## config.mk

```make
export PLATFORM = sky130hd
export DESIGN_NAME = operand_address_unit
export DESIGN_NICKNAME = d
export VERILOG_FILES = /design/src/hw/opaddr_pkg.sv /design/src/hw/index_decode.sv /design/src/hw/operand_address_unit.sv
export SDC_FILE = /design/constraint.sdc
export NUM_CORES = 1
export LEC_CHECK = 0
export BUFFER_PORTS_ARGS = -buffer_cell sky130_fd_sc_hd__clkbuf_2
export CAP_MARGIN = 30
export CELL_PAD_IN_SITES_DETAIL_PLACEMENT = 0
export CELL_PAD_IN_SITES_GLOBAL_PLACEMENT = 1
export CORE_MARGIN = 8
export CORE_UTILIZATION = 46
export CTS_BUF_LIST = sky130_fd_sc_hd__clkbuf_4 sky130_fd_sc_hd__clkbuf_8 sky130_fd_sc_hd__clkbuf_16
export CTS_CLUSTER_DIAMETER = 40
export CTS_CLUSTER_SIZE = 14
export DETAILED_ROUTE_END_ITERATION = 10
export GPL_TIMING_DRIVEN = 0
export PLACE_DENSITY_LB_ADDON = 0.1
export SLEW_MARGIN = 20
export SYNTH_ARGS = -nofsm -noshare
export SYNTH_HDL_FRONTEND = slang
export SYNTH_SLANG_ARGS = --single-unit
```

## constraint.sdc

```tcl
create_clock -name aclk -period 7.92 [get_ports aclk]
set_clock_uncertainty 0.2 [all_clocks]
set_input_delay 1.584 -clock aclk [delete_from_list [all_inputs] [get_ports aclk]]
set_output_delay 1.584 -clock aclk [all_outputs]
set_load 0.01 [all_outputs]
```

## src/hw/opaddr_pkg.sv

```systemverilog
// constants for the operand address unit
`default_nettype none
package opaddr_pkg;
  localparam logic [7:0]  page2_prefix = 8'h18;
  // base selector codes inside the postbyte
  localparam logic [1:0]  base_ix     = 2'h0;
  localparam logic [1:0]  base_iy     = 2'h1;
  localparam logic [1:0]  base_sp     = 2'h2;
  localparam logic [1:0]  base_pc     = 2'h3;
  localparam logic [15:0] sp_reset    = 16'h0000;
  localparam logic [15:0] pc_reset    = 16'h0000;
  localparam logic [7:0]  ccr_reset   = 8'hd0;
  localparam int          ccr_c       = 0;
  localparam int          ccr_v       = 1;
  localparam int          ccr_z       = 2;
  localparam int          ccr_n       = 3;
  localparam int          ccr_i       = 4;
  localparam int          ccr_h       = 5;
  localparam int          ccr_x       = 6;
  localparam int          ccr_s       = 7;
  // axi register offsets
  localparam logic [7:0]  off_ctrl    = 8'h00;
  localparam logic [7:0]  off_acc     = 8'h04;
  localparam logic [7:0]  off_ix      = 8'h08;
  localparam logic [7:0]  off_iy      = 8'h0c;
  localparam logic [7:0]  off_sp      = 8'h10;
  localparam logic [7:0]  off_pc      = 8'h14;
  localparam logic [7:0]  off_ccr     = 8'h18;
  localparam logic [7:0]  off_ins0    = 8'h1c;
  localparam logic [7:0]  off_ins1    = 8'h20;
  localparam logic [7:0]  off_ea      = 8'h24;
  localparam logic [7:0]  off_ptr     = 8'h28;
  localparam logic [7:0]  off_status  = 8'h2c;
  localparam logic [1:0]  resp_okay   = 2'h0;
  localparam logic [1:0]  resp_slverr = 2'h2;
  localparam int          queue_min   = 3;
  typedef enum logic [2:0] {
    mode_register_only = 3'h0,
    mode_literal       = 3'h1,
    mode_zero_page     = 3'h2,
    mode_full_address  = 3'h3,
    mode_pc_offset     = 3'h4,
    mode_indexed       = 3'h5
  } addr_mode_type;
endpackage
`default_nettype wire

```

## src/hw/index_decode.sv

```systemverilog
// decodes an indexed postbyte into base, offset and adjust
`default_nettype none
module index_decode (
  input  wire logic [7:0]  postbyte,
  input  wire logic [7:0]  ext1,
  input  wire logic [7:0]  ext2,
  input  wire logic [7:0]  acc_a,
  input  wire logic [7:0]  acc_b,
  output logic      [1:0]  base_sel,
  output logic      [15:0] offset,
  output logic             auto_adj,
  output logic             post_adj,
  output logic             indirect,
  output logic      [1:0]  ext_bytes,
  output logic             pc_illegal
);
  logic [15:0] dacc;
  assign dacc     = {acc_a, acc_b};

  always_comb
  begin
    offset     = 16'h0000;
    auto_adj   = 1'b0;
    post_adj   = 1'b0;
    indirect   = 1'b0;
    ext_bytes  = 2'h0;
    pc_illegal = 1'b0;
    base_sel   = postbyte[7:6];
    if (!postbyte[5])
    begin
      offset = {{11{postbyte[4]}}, postbyte[4:0]};
    end
    else if (postbyte[7:5] != 3'h7)
    begin
      // n = 0000 means +1, 1000 means -8
      auto_adj   = 1'b1;
      post_adj   = postbyte[4];
      offset     = postbyte[3] ? {{12{1'b1}}, postbyte[3:0]}
                               : {12'h000, postbyte[3:0]} + 16'h0001;
      pc_illegal = (postbyte[7:6] == opaddr_pkg::base_pc);
    end
    else
    begin
      base_sel = postbyte[4:3];
      if (!postbyte[2])
      begin
        if (!postbyte[1])
        begin
          offset    = {{8{postbyte[0]}}, ext1};
          ext_bytes = 2'h1;
        end
        else
        begin
          offset    = {ext1, ext2};
          ext_bytes = 2'h2;
          indirect  = postbyte[0];
        end
      end
      else
      begin
        unique case (postbyte[1:0])
          2'h0: offset = {8'h00, acc_a};
          2'h1: offset = {8'h00, acc_b};
          2'h2: offset = dacc;
          2'h3:
          begin
            offset   = dacc;
            indirect = 1'b1;
          end
        endcase
      end
    end
  end
endmodule // index_decode
`default_nettype wire

```

## src/hw/operand_address_unit.sv

```systemverilog
// programmer register set and effective address unit with axi4-lite access
`default_nettype none
// What this block does
// - two 8-bit accumulators A and B
// - A and B combine into double accumulator
// - indexed address is index plus offset
// - stack pointer marks last used location
// - stack pointer valid in every indexed form
// - pointer register base except auto adjust
// - flags register: five flags, masks, stop bit
// - half carry decimal only; others for branches
// - words stored high byte first
// - no alignment needed, odd lengths allowed
// - queue holds eight bytes per instruction
// - register only mode fetches nothing
// - literal operand width set by instruction
// - zero page forces upper byte zero
// - full address mode takes 16-bit address
// - branch target is pointer plus offset
// - short indexed adds signed 5-bit constant
// - auto adjust by 1 to 8, pre/post
// - accumulator offset from A, B or D
// - nine bit offset uses one extension byte
// - sixteen bit offset uses two bytes
// - indirect forms fetch pointer as address
// - base selector 00 X 01 Y 10 SP 11 PC
// - page two only after 18 prefix
module operand_address_unit (
  input  wire logic        aclk,
  input  wire logic        aresetn,
  input  wire logic [7:0]  s_axi_awaddr,
  input  wire logic        s_axi_awvalid,
  output logic             s_axi_awready,
  input  wire logic [31:0] s_axi_wdata,
  input  wire logic [3:0]  s_axi_wstrb,
  input  wire logic        s_axi_wvalid,
  output logic             s_axi_wready,
  output logic      [1:0]  s_axi_bresp,
  output logic             s_axi_bvalid,
  input  wire logic        s_axi_bready,
  input  wire logic [7:0]  s_axi_araddr,
  input  wire logic        s_axi_arvalid,
  output logic             s_axi_arready,
  output logic      [31:0] s_axi_rdata,
  output logic      [1:0]  s_axi_rresp,
  output logic             s_axi_rvalid,
  input  wire logic        s_axi_rready
);
  logic [7:0]  acc_a_q;
  logic [7:0]  acc_b_q;
  logic [15:0] ix_q;
  logic [15:0] iy_q;
  logic [15:0] sp_q;
  logic [15:0] pc_q;
  logic [7:0]  ccr_q;
  logic [31:0] ins0_q;
  logic [31:0] ins1_q;
  logic [15:0] ea_q;
  logic [15:0] ptr_q;
  logic [2:0]  len_q;
  logic        page2_q;
  logic        lit_wide_q;
  logic        rel_wide_q;
  logic        fault_q;
  logic        done_q;
  logic [2:0]  mode_q;
  logic        is_indirect_q;
  logic        fetch_go;

  // byte queue: byte 0 is opcode (or prefix); at least 3 bytes visible
  logic [7:0] qb [0:7];
  genvar gi;
  generate
    for (gi = 0; gi < 4; gi++)
    begin : g_q
      assign qb[gi]     = ins0_q[31-8*gi -: 8];
      assign qb[gi + 4] = ins1_q[31-8*gi -: 8];
    end
  endgenerate

  logic       pfx;
  logic [2:0] opi;
  assign pfx = (qb[0] == opaddr_pkg::page2_prefix);
  assign opi = pfx ? 3'h2 : 3'h1;

  logic [7:0] pb;
  logic [7:0] e1;
  logic [7:0] e2;
  assign pb = qb[opi];
  assign e1 = qb[opi + 3'h1];
  assign e2 = qb[opi + 3'h2];

  logic [1:0]  ix_base;
  logic [15:0] ix_off;
  logic        ix_auto;
  logic        ix_post;
  logic        ix_ind;
  logic [1:0]  ix_ext;
  logic        ix_pcbad;

  index_decode u_dec (
    .postbyte   (pb),
    .ext1       (e1),
    .ext2       (e2),
    .acc_a      (acc_a_q),
    .acc_b      (acc_b_q),
    .base_sel   (ix_base),
    .offset     (ix_off),
    .auto_adj   (ix_auto),
    .post_adj   (ix_post),
    .indirect   (ix_ind),
    .ext_bytes  (ix_ext),
    .pc_illegal (ix_pcbad)
  );

  logic [15:0] base_val;
  always_comb
  begin
    unique case (ix_base)
      opaddr_pkg::base_ix: base_val = ix_q;
      opaddr_pkg::base_iy: base_val = iy_q;
      opaddr_pkg::base_sp: base_val = sp_q;
      opaddr_pkg::base_pc: base_val = pc_q;
    endcase
  end

  // operand bytes begin right after opcode; no alignment check on operand bytes
  logic [15:0] w_opnd;
  assign w_opnd = {pb, e1};

  logic [15:0] sum_ix;
  logic [15:0] ea_d;
  logic [2:0]  len_d;
  logic        ind_d;
  logic        fault_d;
  assign sum_ix = base_val + ix_off;

  always_comb
  begin
    ea_d    = 16'h0000;
    len_d   = opi;
    ind_d   = 1'b0;
    fault_d = 1'b0;
    unique case (opaddr_pkg::addr_mode_type'(mode_q))
      opaddr_pkg::mode_register_only: len_d = opi;
      opaddr_pkg::mode_literal:
      begin
        ea_d  = pc_q + {13'h0000, opi};
        len_d = opi + (lit_wide_q ? 3'h2 : 3'h1);
      end
      opaddr_pkg::mode_zero_page:
      begin
        ea_d  = {8'h00, pb};
        len_d = opi + 3'h1;
      end
      opaddr_pkg::mode_full_address:
      begin
        ea_d  = w_opnd;
        len_d = opi + 3'h2;
      end
      opaddr_pkg::mode_pc_offset:
      begin
        len_d = opi + (rel_wide_q ? 3'h2 : 3'h1);
        ea_d  = rel_wide_q ? pc_q + {13'h0000, len_d} + w_opnd
                           : pc_q + {13'h0000, len_d} + {{8{pb[7]}}, pb};
      end
      opaddr_pkg::mode_indexed:
      begin
        len_d   = opi + 3'h1 + {1'b0, ix_ext};
        ind_d   = ix_ind;
        fault_d = ix_auto & ix_pcbad;
        // pre adjust uses the moved register, post the old one
        ea_d    = (ix_auto & ix_post) ? base_val : sum_ix;
      end
      default: fault_d = 1'b1;
    endcase
  end

  // axi4-lite slave: both channels accepted once, response after both
  logic       aw_hold_q;
  logic       w_hold_q;
  logic [7:0] awaddr_q;
  logic [31:0] wdata_q;
  logic [3:0] wstrb_q;
  logic       wr_go;
  logic       wr_hit;
  assign s_axi_awready = !aw_hold_q && !s_axi_bvalid;
  assign s_axi_wready  = !w_hold_q && !s_axi_bvalid;
  assign s_axi_arready = !s_axi_rvalid;
  assign wr_go = aw_hold_q && w_hold_q;

  always_ff @(posedge aclk)
  begin
    if (!aresetn)
    begin
      aw_hold_q    <= 1'b0;
      w_hold_q     <= 1'b0;
      awaddr_q     <= 8'h00;
      wdata_q      <= 32'h0000_0000;
      wstrb_q      <= 4'h0;
      s_axi_bvalid <= 1'b0;
      s_axi_bresp  <= opaddr_pkg::resp_okay;
    end
    else
    begin
      if (s_axi_awvalid && s_axi_awready)
      begin
        aw_hold_q <= 1'b1;
        awaddr_q  <= s_axi_awaddr;
      end
      if (s_axi_wvalid && s_axi_wready)
      begin
        w_hold_q <= 1'b1;
        wdata_q  <= s_axi_wdata;
        wstrb_q  <= s_axi_wstrb;
      end
      if (wr_go)
      begin
        aw_hold_q    <= 1'b0;
        w_hold_q     <= 1'b0;
        s_axi_bvalid <= 1'b1;
        s_axi_bresp  <= wr_hit ? opaddr_pkg::resp_okay : opaddr_pkg::resp_slverr;
      end
      else if (s_axi_bvalid && s_axi_bready)
        s_axi_bvalid <= 1'b0;
    end
  end

  function automatic logic [31:0] merge(input logic [31:0] old, input logic [31:0] nw,
                                        input logic [3:0] st);
    for (int i = 0; i < 4; i++)
      merge[8*i +: 8] = st[i] ? nw[8*i +: 8] : old[8*i +: 8];
  endfunction

  logic [31:0] acc_w;
  logic [31:0] ctrl_w;
  assign acc_w  = merge({16'h0000, acc_a_q, acc_b_q}, wdata_q, wstrb_q);
  assign ctrl_w = merge({26'h0, rel_wide_q, lit_wide_q, mode_q, 1'b0}, wdata_q, wstrb_q);
  assign wr_hit = awaddr_q[1:0] == 2'h0 &&
                  (awaddr_q <= opaddr_pkg::off_ins1 || awaddr_q == opaddr_pkg::off_ptr);
  assign fetch_go = wr_go && awaddr_q == opaddr_pkg::off_ctrl && ctrl_w[0];

  // register file: software loads state, bit 0 of ctrl runs one decode
  always_ff @(posedge aclk)
  begin
    if (!aresetn)
    begin
      acc_a_q    <= 8'h00;
      acc_b_q    <= 8'h00;
      ix_q       <= 16'h0000;
      iy_q       <= 16'h0000;
      sp_q       <= opaddr_pkg::sp_reset;
      pc_q       <= opaddr_pkg::pc_reset;
      ccr_q      <= opaddr_pkg::ccr_reset;
      ins0_q     <= 32'h0000_0000;
      ins1_q     <= 32'h0000_0000;
      mode_q     <= 3'h0;
      lit_wide_q <= 1'b0;
      rel_wide_q <= 1'b0;
      ea_q       <= 16'h0000;
      len_q      <= 3'h0;
      page2_q    <= 1'b0;
      is_indirect_q <= 1'b0;
      fault_q    <= 1'b0;
      done_q     <= 1'b0;
    end
    else if (fetch_go)
    begin
      mode_q        <= ctrl_w[3:1];
      ea_q          <= ea_d;
      len_q         <= len_d;
      page2_q       <= pfx;
      is_indirect_q <= ind_d;
      fault_q       <= fault_d;
      done_q        <= 1'b1;
      if (!fault_d)
      begin
        pc_q <= pc_q + {13'h0000, len_d};
        if (mode_q == opaddr_pkg::mode_indexed && ix_auto)
        begin
          unique case (ix_base)
            opaddr_pkg::base_ix: ix_q <= sum_ix;
            opaddr_pkg::base_iy: iy_q <= sum_ix;
            opaddr_pkg::base_sp: sp_q <= sum_ix;
            opaddr_pkg::base_pc: pc_q <= pc_q + {13'h0000, len_d};
          endcase
        end
      end
    end
    else if (wr_go && wr_hit)
    begin
      unique case (awaddr_q)
        opaddr_pkg::off_ctrl:
        begin
          mode_q     <= ctrl_w[3:1];
          lit_wide_q <= ctrl_w[4];
          rel_wide_q <= ctrl_w[5];
          done_q     <= 1'b0;
        end
        opaddr_pkg::off_acc:
        begin
          acc_a_q <= acc_w[15:8];
          acc_b_q <= acc_w[7:0];
        end
        opaddr_pkg::off_ix:   ix_q   <= wdata_q[15:0];
        opaddr_pkg::off_iy:   iy_q   <= wdata_q[15:0];
        opaddr_pkg::off_sp:   sp_q   <= wdata_q[15:0];
        opaddr_pkg::off_pc:   pc_q   <= wdata_q[15:0];
        opaddr_pkg::off_ccr:  ccr_q  <= wdata_q[7:0];
        opaddr_pkg::off_ins0: ins0_q <= merge(ins0_q, wdata_q, wstrb_q);
        opaddr_pkg::off_ins1: ins1_q <= merge(ins1_q, wdata_q, wstrb_q);
        default: ;
      endcase
    end
  end

  // indirect pointer is delivered by software as the word at ea
  always_ff @(posedge aclk)
  begin
    if (!aresetn)
      ptr_q <= 16'h0000;
    else if (wr_go && awaddr_q == opaddr_pkg::off_ptr)
      ptr_q <= wdata_q[15:0];
  end

  logic [31:0] rd_d;
  logic        rd_ok;
  logic [7:0]  branch_bits;
  // branch tests see n z v c only; h kept apart for decimal adjust
  assign branch_bits = {4'h0, ccr_q[opaddr_pkg::ccr_n], ccr_q[opaddr_pkg::ccr_z],
                        ccr_q[opaddr_pkg::ccr_v], ccr_q[opaddr_pkg::ccr_c]};
  always_comb
  begin
    rd_ok = 1'b1;
    unique case (s_axi_araddr)
      opaddr_pkg::off_ctrl:   rd_d = {26'h0, rel_wide_q, lit_wide_q, mode_q, 1'b0};
      opaddr_pkg::off_acc:    rd_d = {16'h0, acc_a_q, acc_b_q};
      opaddr_pkg::off_ix:     rd_d = {16'h0, ix_q};
      opaddr_pkg::off_iy:     rd_d = {16'h0, iy_q};
      opaddr_pkg::off_sp:     rd_d = {16'h0, sp_q};
      opaddr_pkg::off_pc:     rd_d = {16'h0, pc_q};
      opaddr_pkg::off_ccr:    rd_d = {16'h0, branch_bits, ccr_q};
      opaddr_pkg::off_ins0:   rd_d = ins0_q;
      opaddr_pkg::off_ins1:   rd_d = ins1_q;
      opaddr_pkg::off_ea:     rd_d = {16'h0, is_indirect_q ? ptr_q : ea_q};
      opaddr_pkg::off_ptr:    rd_d = {16'h0, ptr_q};
      opaddr_pkg::off_status: rd_d = {24'h0, is_indirect_q, page2_q, fault_q, done_q,
                                      1'b0, len_q};
      default:
      begin
        rd_d  = 32'h0000_0000;
        rd_ok = 1'b0;
      end
    endcase
  end

  always_ff @(posedge aclk)
  begin
    if (!aresetn)
    begin
      s_axi_rvalid <= 1'b0;
      s_axi_rdata  <= 32'h0000_0000;
      s_axi_rresp  <= opaddr_pkg::resp_okay;
    end
    else if (s_axi_arvalid && s_axi_arready)
    begin
      s_axi_rvalid <= 1'b1;
      s_axi_rdata  <= rd_d;
      s_axi_rresp  <= rd_ok ? opaddr_pkg::resp_okay : opaddr_pkg::resp_slverr;
    end
    else if (s_axi_rvalid && s_axi_rready)
      s_axi_rvalid <= 1'b0;
  end
endmodule // operand_address_unit
`default_nettype wire
```

==> metrics.txt <==
CP endpoint kind flop; Synth Cell Area 16,200 sq um; Chip Width 204 um; crit path max fanout 10; post-layout min period 7.72 ns; row count 69; DR vias/cell 6.54; Startpoint Class flop; CTS H-tree lvls 2; sw power 0.990 mW; routed vias 17,800; Sw Ratio 26.4%; Area Overhead vs Synth 17.1%; Util after Layout 54.1%; gr usage total 37.8%; first-pass GRT wire length 115,000 um; dpl ws 0.0649 ns; post-CTS setup buffer count 0; clock share of power 56.3%; vias in the first global route 16,700; Setup WS post-layout 0.201 ns; initial core utilization 46.2%; Final Hold Viols 0; # DRC 0; core area 35,100 sq um; synthesized instance count 2,070; RSZ-0062 raised after global routing false; Worst path slowest cell or4_1; Worst R2R Path Depth 21; final count of negative-setup-slack endpoints 0; Min-Delay Path Depth 2; Leak 7.17 nW; min-delay worst type reg -> reg; Root Buffer clkbuf_16; Num CTS Buffers 46; Int Pwr 2.76 mW; Peak supply drop 218 uV; IO Pins 100; Clock Path Buffers 3; R2R Setup Slk 0.20 ns; DR WL/cell 29.6 um; Synth area leaders dfxtp_1 34%, mux2i_1 8.6%, a21oi_1 6.9%; initial antenna violation count 2; crit path DAT 8.03 ns; dpl hpwl 61,700 um; syn_area_per_cell 7.84 sq um; worst skew pair latency 0.59 ns; first drt pass iteration count 8; hold_buf cts 0; Crit Path Class reg -> reg; max-cap viol count 0; Post-synth top cells 286 x nand2_1, 278 x dfxtp_1, 252 x nor2_1; cell with the most instances after synthesis nand2_1; Clock Sinks 278; layout net count 2,330; Max Clock Freq 130 MHz; slew at the pin with the worst max-slew slack 1.14 ns; area leader, netlist dfxtp_1; Largest stage delay, worst path 0.60 ns; outcome complete, no violations; register area share after synthesis 34.3%; Slew Viols, Final 0; Die Area 41,600 sq um; clock-pin transition on the worst setup and hold timing paths 0.06 ns; post-synth cell types 86; power share of the sequential group 38.7%; yosys warns 0; routability cong. 1.03; worst path cell trace or4_1 -> buf_6 -> nor2_8 -> buf_2 -> nand2_1 -> nand2_1 -> clkinv_1 -> ha_1 -> clkbuf_1 -> nor2_2 -> a221oi_1 -> a211o_1 -> a21oi_1 -> ha_1 -> a2111oi_1 -> o21ai_0 -> nor4bb_1 -> o31ai_2 -> xnor3_1 -> a211o_1 -> mux2i_1; Bufs and invs on worst path 4; Synth top area share 34.3%; ys flop type dfxtp_1; slew margin rel. 24.3%; die height 204 um; Worst path top cell family by delay compound AO/OA/AOI/OAI gates; CTS tree built; aggregate global routing overflow 0; fraction of layout cells with a size suffix above 1 10.4%; WP data required 8.23 ns; Crit path depth 21; final wirelength 80,700 um; Port Buf Inserts 97; Post-synth EDFFs 0; power per cell area 197 nW/um^2; period utilization 97.5%; #FFs+latches synth 278; Antenna Nets Post-Route 0; largest net degree at the start of global routing 15; Async SR Flop Fraction 0%; Gate power share 4.9%; starting DRC count in detailed routing 2,220
## layout by cell type (no fill, tap or decap), types with 37 or more instances in the layout
cell,count
clkbuf_2,98
nand3_1,76
a21oi_1,224
ha_1,45
nor2_1,251
clkbuf_16,46
nand2_1,286
dfxtp_1,278
o21ai_0,68
a22oi_1,64
mux2i_1,139
a211oi_1,44
xnor2_1,37
clkbuf_1,130
## final timing paths
check                                             start               endpoint
worst max-delay path            ins0_q[31]$_SDFFE_PN0P_  sp_q[15]$_SDFFE_PN0P_
worst min-delay path              len_q[2]$_SDFFE_PN0P_  len_q[2]$_SDFFE_PN0P_
worst max register to register  ins0_q[31]$_SDFFE_PN0P_  sp_q[15]$_SDFFE_PN0P_
worst min register to register    len_q[2]$_SDFFE_PN0P_  len_q[2]$_SDFFE_PN0P_
## routing by layer
| layer | GRT usage [%] | up-vias | wire (um) |
|---|---|---|---|
| met2 | 55.3 | 1201 | 33800 |
| li1 | - | 7842 | - |
| met5 | 0 | - | 26 |
| met1 | 48.3 | 8456 | 31500 |
| met3 | 9.72 | 282 | 9170 |
| met4 | 25.3 | 4 | 6090 |
## sequential cells by signal, summed over array words and instances, names as in the netlist, 3 cells and up
| signal | flops |
|---|---|
| iy_q | 16 |
| mode_q | 3 |
| acc_a_q | 8 |
| ea_q | 16 |
| ptr_q | 16 |
| wdata_q | 32 |
| ix_q | 16 |
| s_axi_rdata | 32 |
| len_q | 3 |
| awaddr_q | 8 |
| sp_q | 16 |
| ins0_q | 32 |
| pc_q | 16 |
| acc_b_q | 8 |
| ins1_q | 32 |
| wstrb_q | 4 |
| ccr_q | 8 |
## stage by stage
stage / TNS, ns / power [mW] / hold slack, ns / cells / instance area (sq um)
6_report: 0 / 3.75 / 0.251 / 2721 / 19000
5_1_grt: 0 / 3.82 / 0.270 / 2720 / 19000
4_1_cts: 0 / 3.74 / 0.253 / 2718 / 19000
3_5_place_dp: 0 / 1.66 / 0.246 / 2633 / 17400
3_3_place_gp: -0.0168 / 1.65 / 0.242 / 2629 / 17300
2_1_floorplan: 0 / 1.56 / 0.225 / 2071 / 16200
## area by class of cell
cell class | instances | area, sq um
well taps | 461 | 577
plain buffers | 155 | 622
clock inverters | 35 | 427
flip-flops and latches | 278 | 5570
multi-input cells | 1622 | 10000
diodes | 1 | 2.50
repair buffers | 103 | 537
inverters | 16 | 62.6
clock buffers | 50 | 1200
fillers | 3410 | 16100
## worst min-delay path: stages, from the launching register on
cell	delay (ns)
dfxtp_1	0.30
nand2_1	0.05
a21oi_1	0.05
## power groups by stage
stage	sequential [mW]	clock, mW	combinational, mW
after floorplan	1.46	0	0.0961
after global placement	1.48	0	0.175
after detailed placement	1.48	0	0.179
after CTS	1.45	2.11	0.180
after global routing	1.45	2.17	0.197
final	1.45	2.11	0.185
## repair_timing
action / 4_1_cts / 5_1_grt
gates resized for setup: 1 / 1
pin swaps: 0 / 0
endpoints found under the setup margin: 2 / 4
## cells by family after synthesis
family,synth area share (%)
adders and majority gates,4.02
and+or+nand+nor,21.3
muxes,9.49
AOI/OAI and AO/OA,23.8
xor gates and xnor gates,2.89
buffers and inverters,4.22
other,0.0231
DFF,34.3
Power figures use the tool's default switching activity.
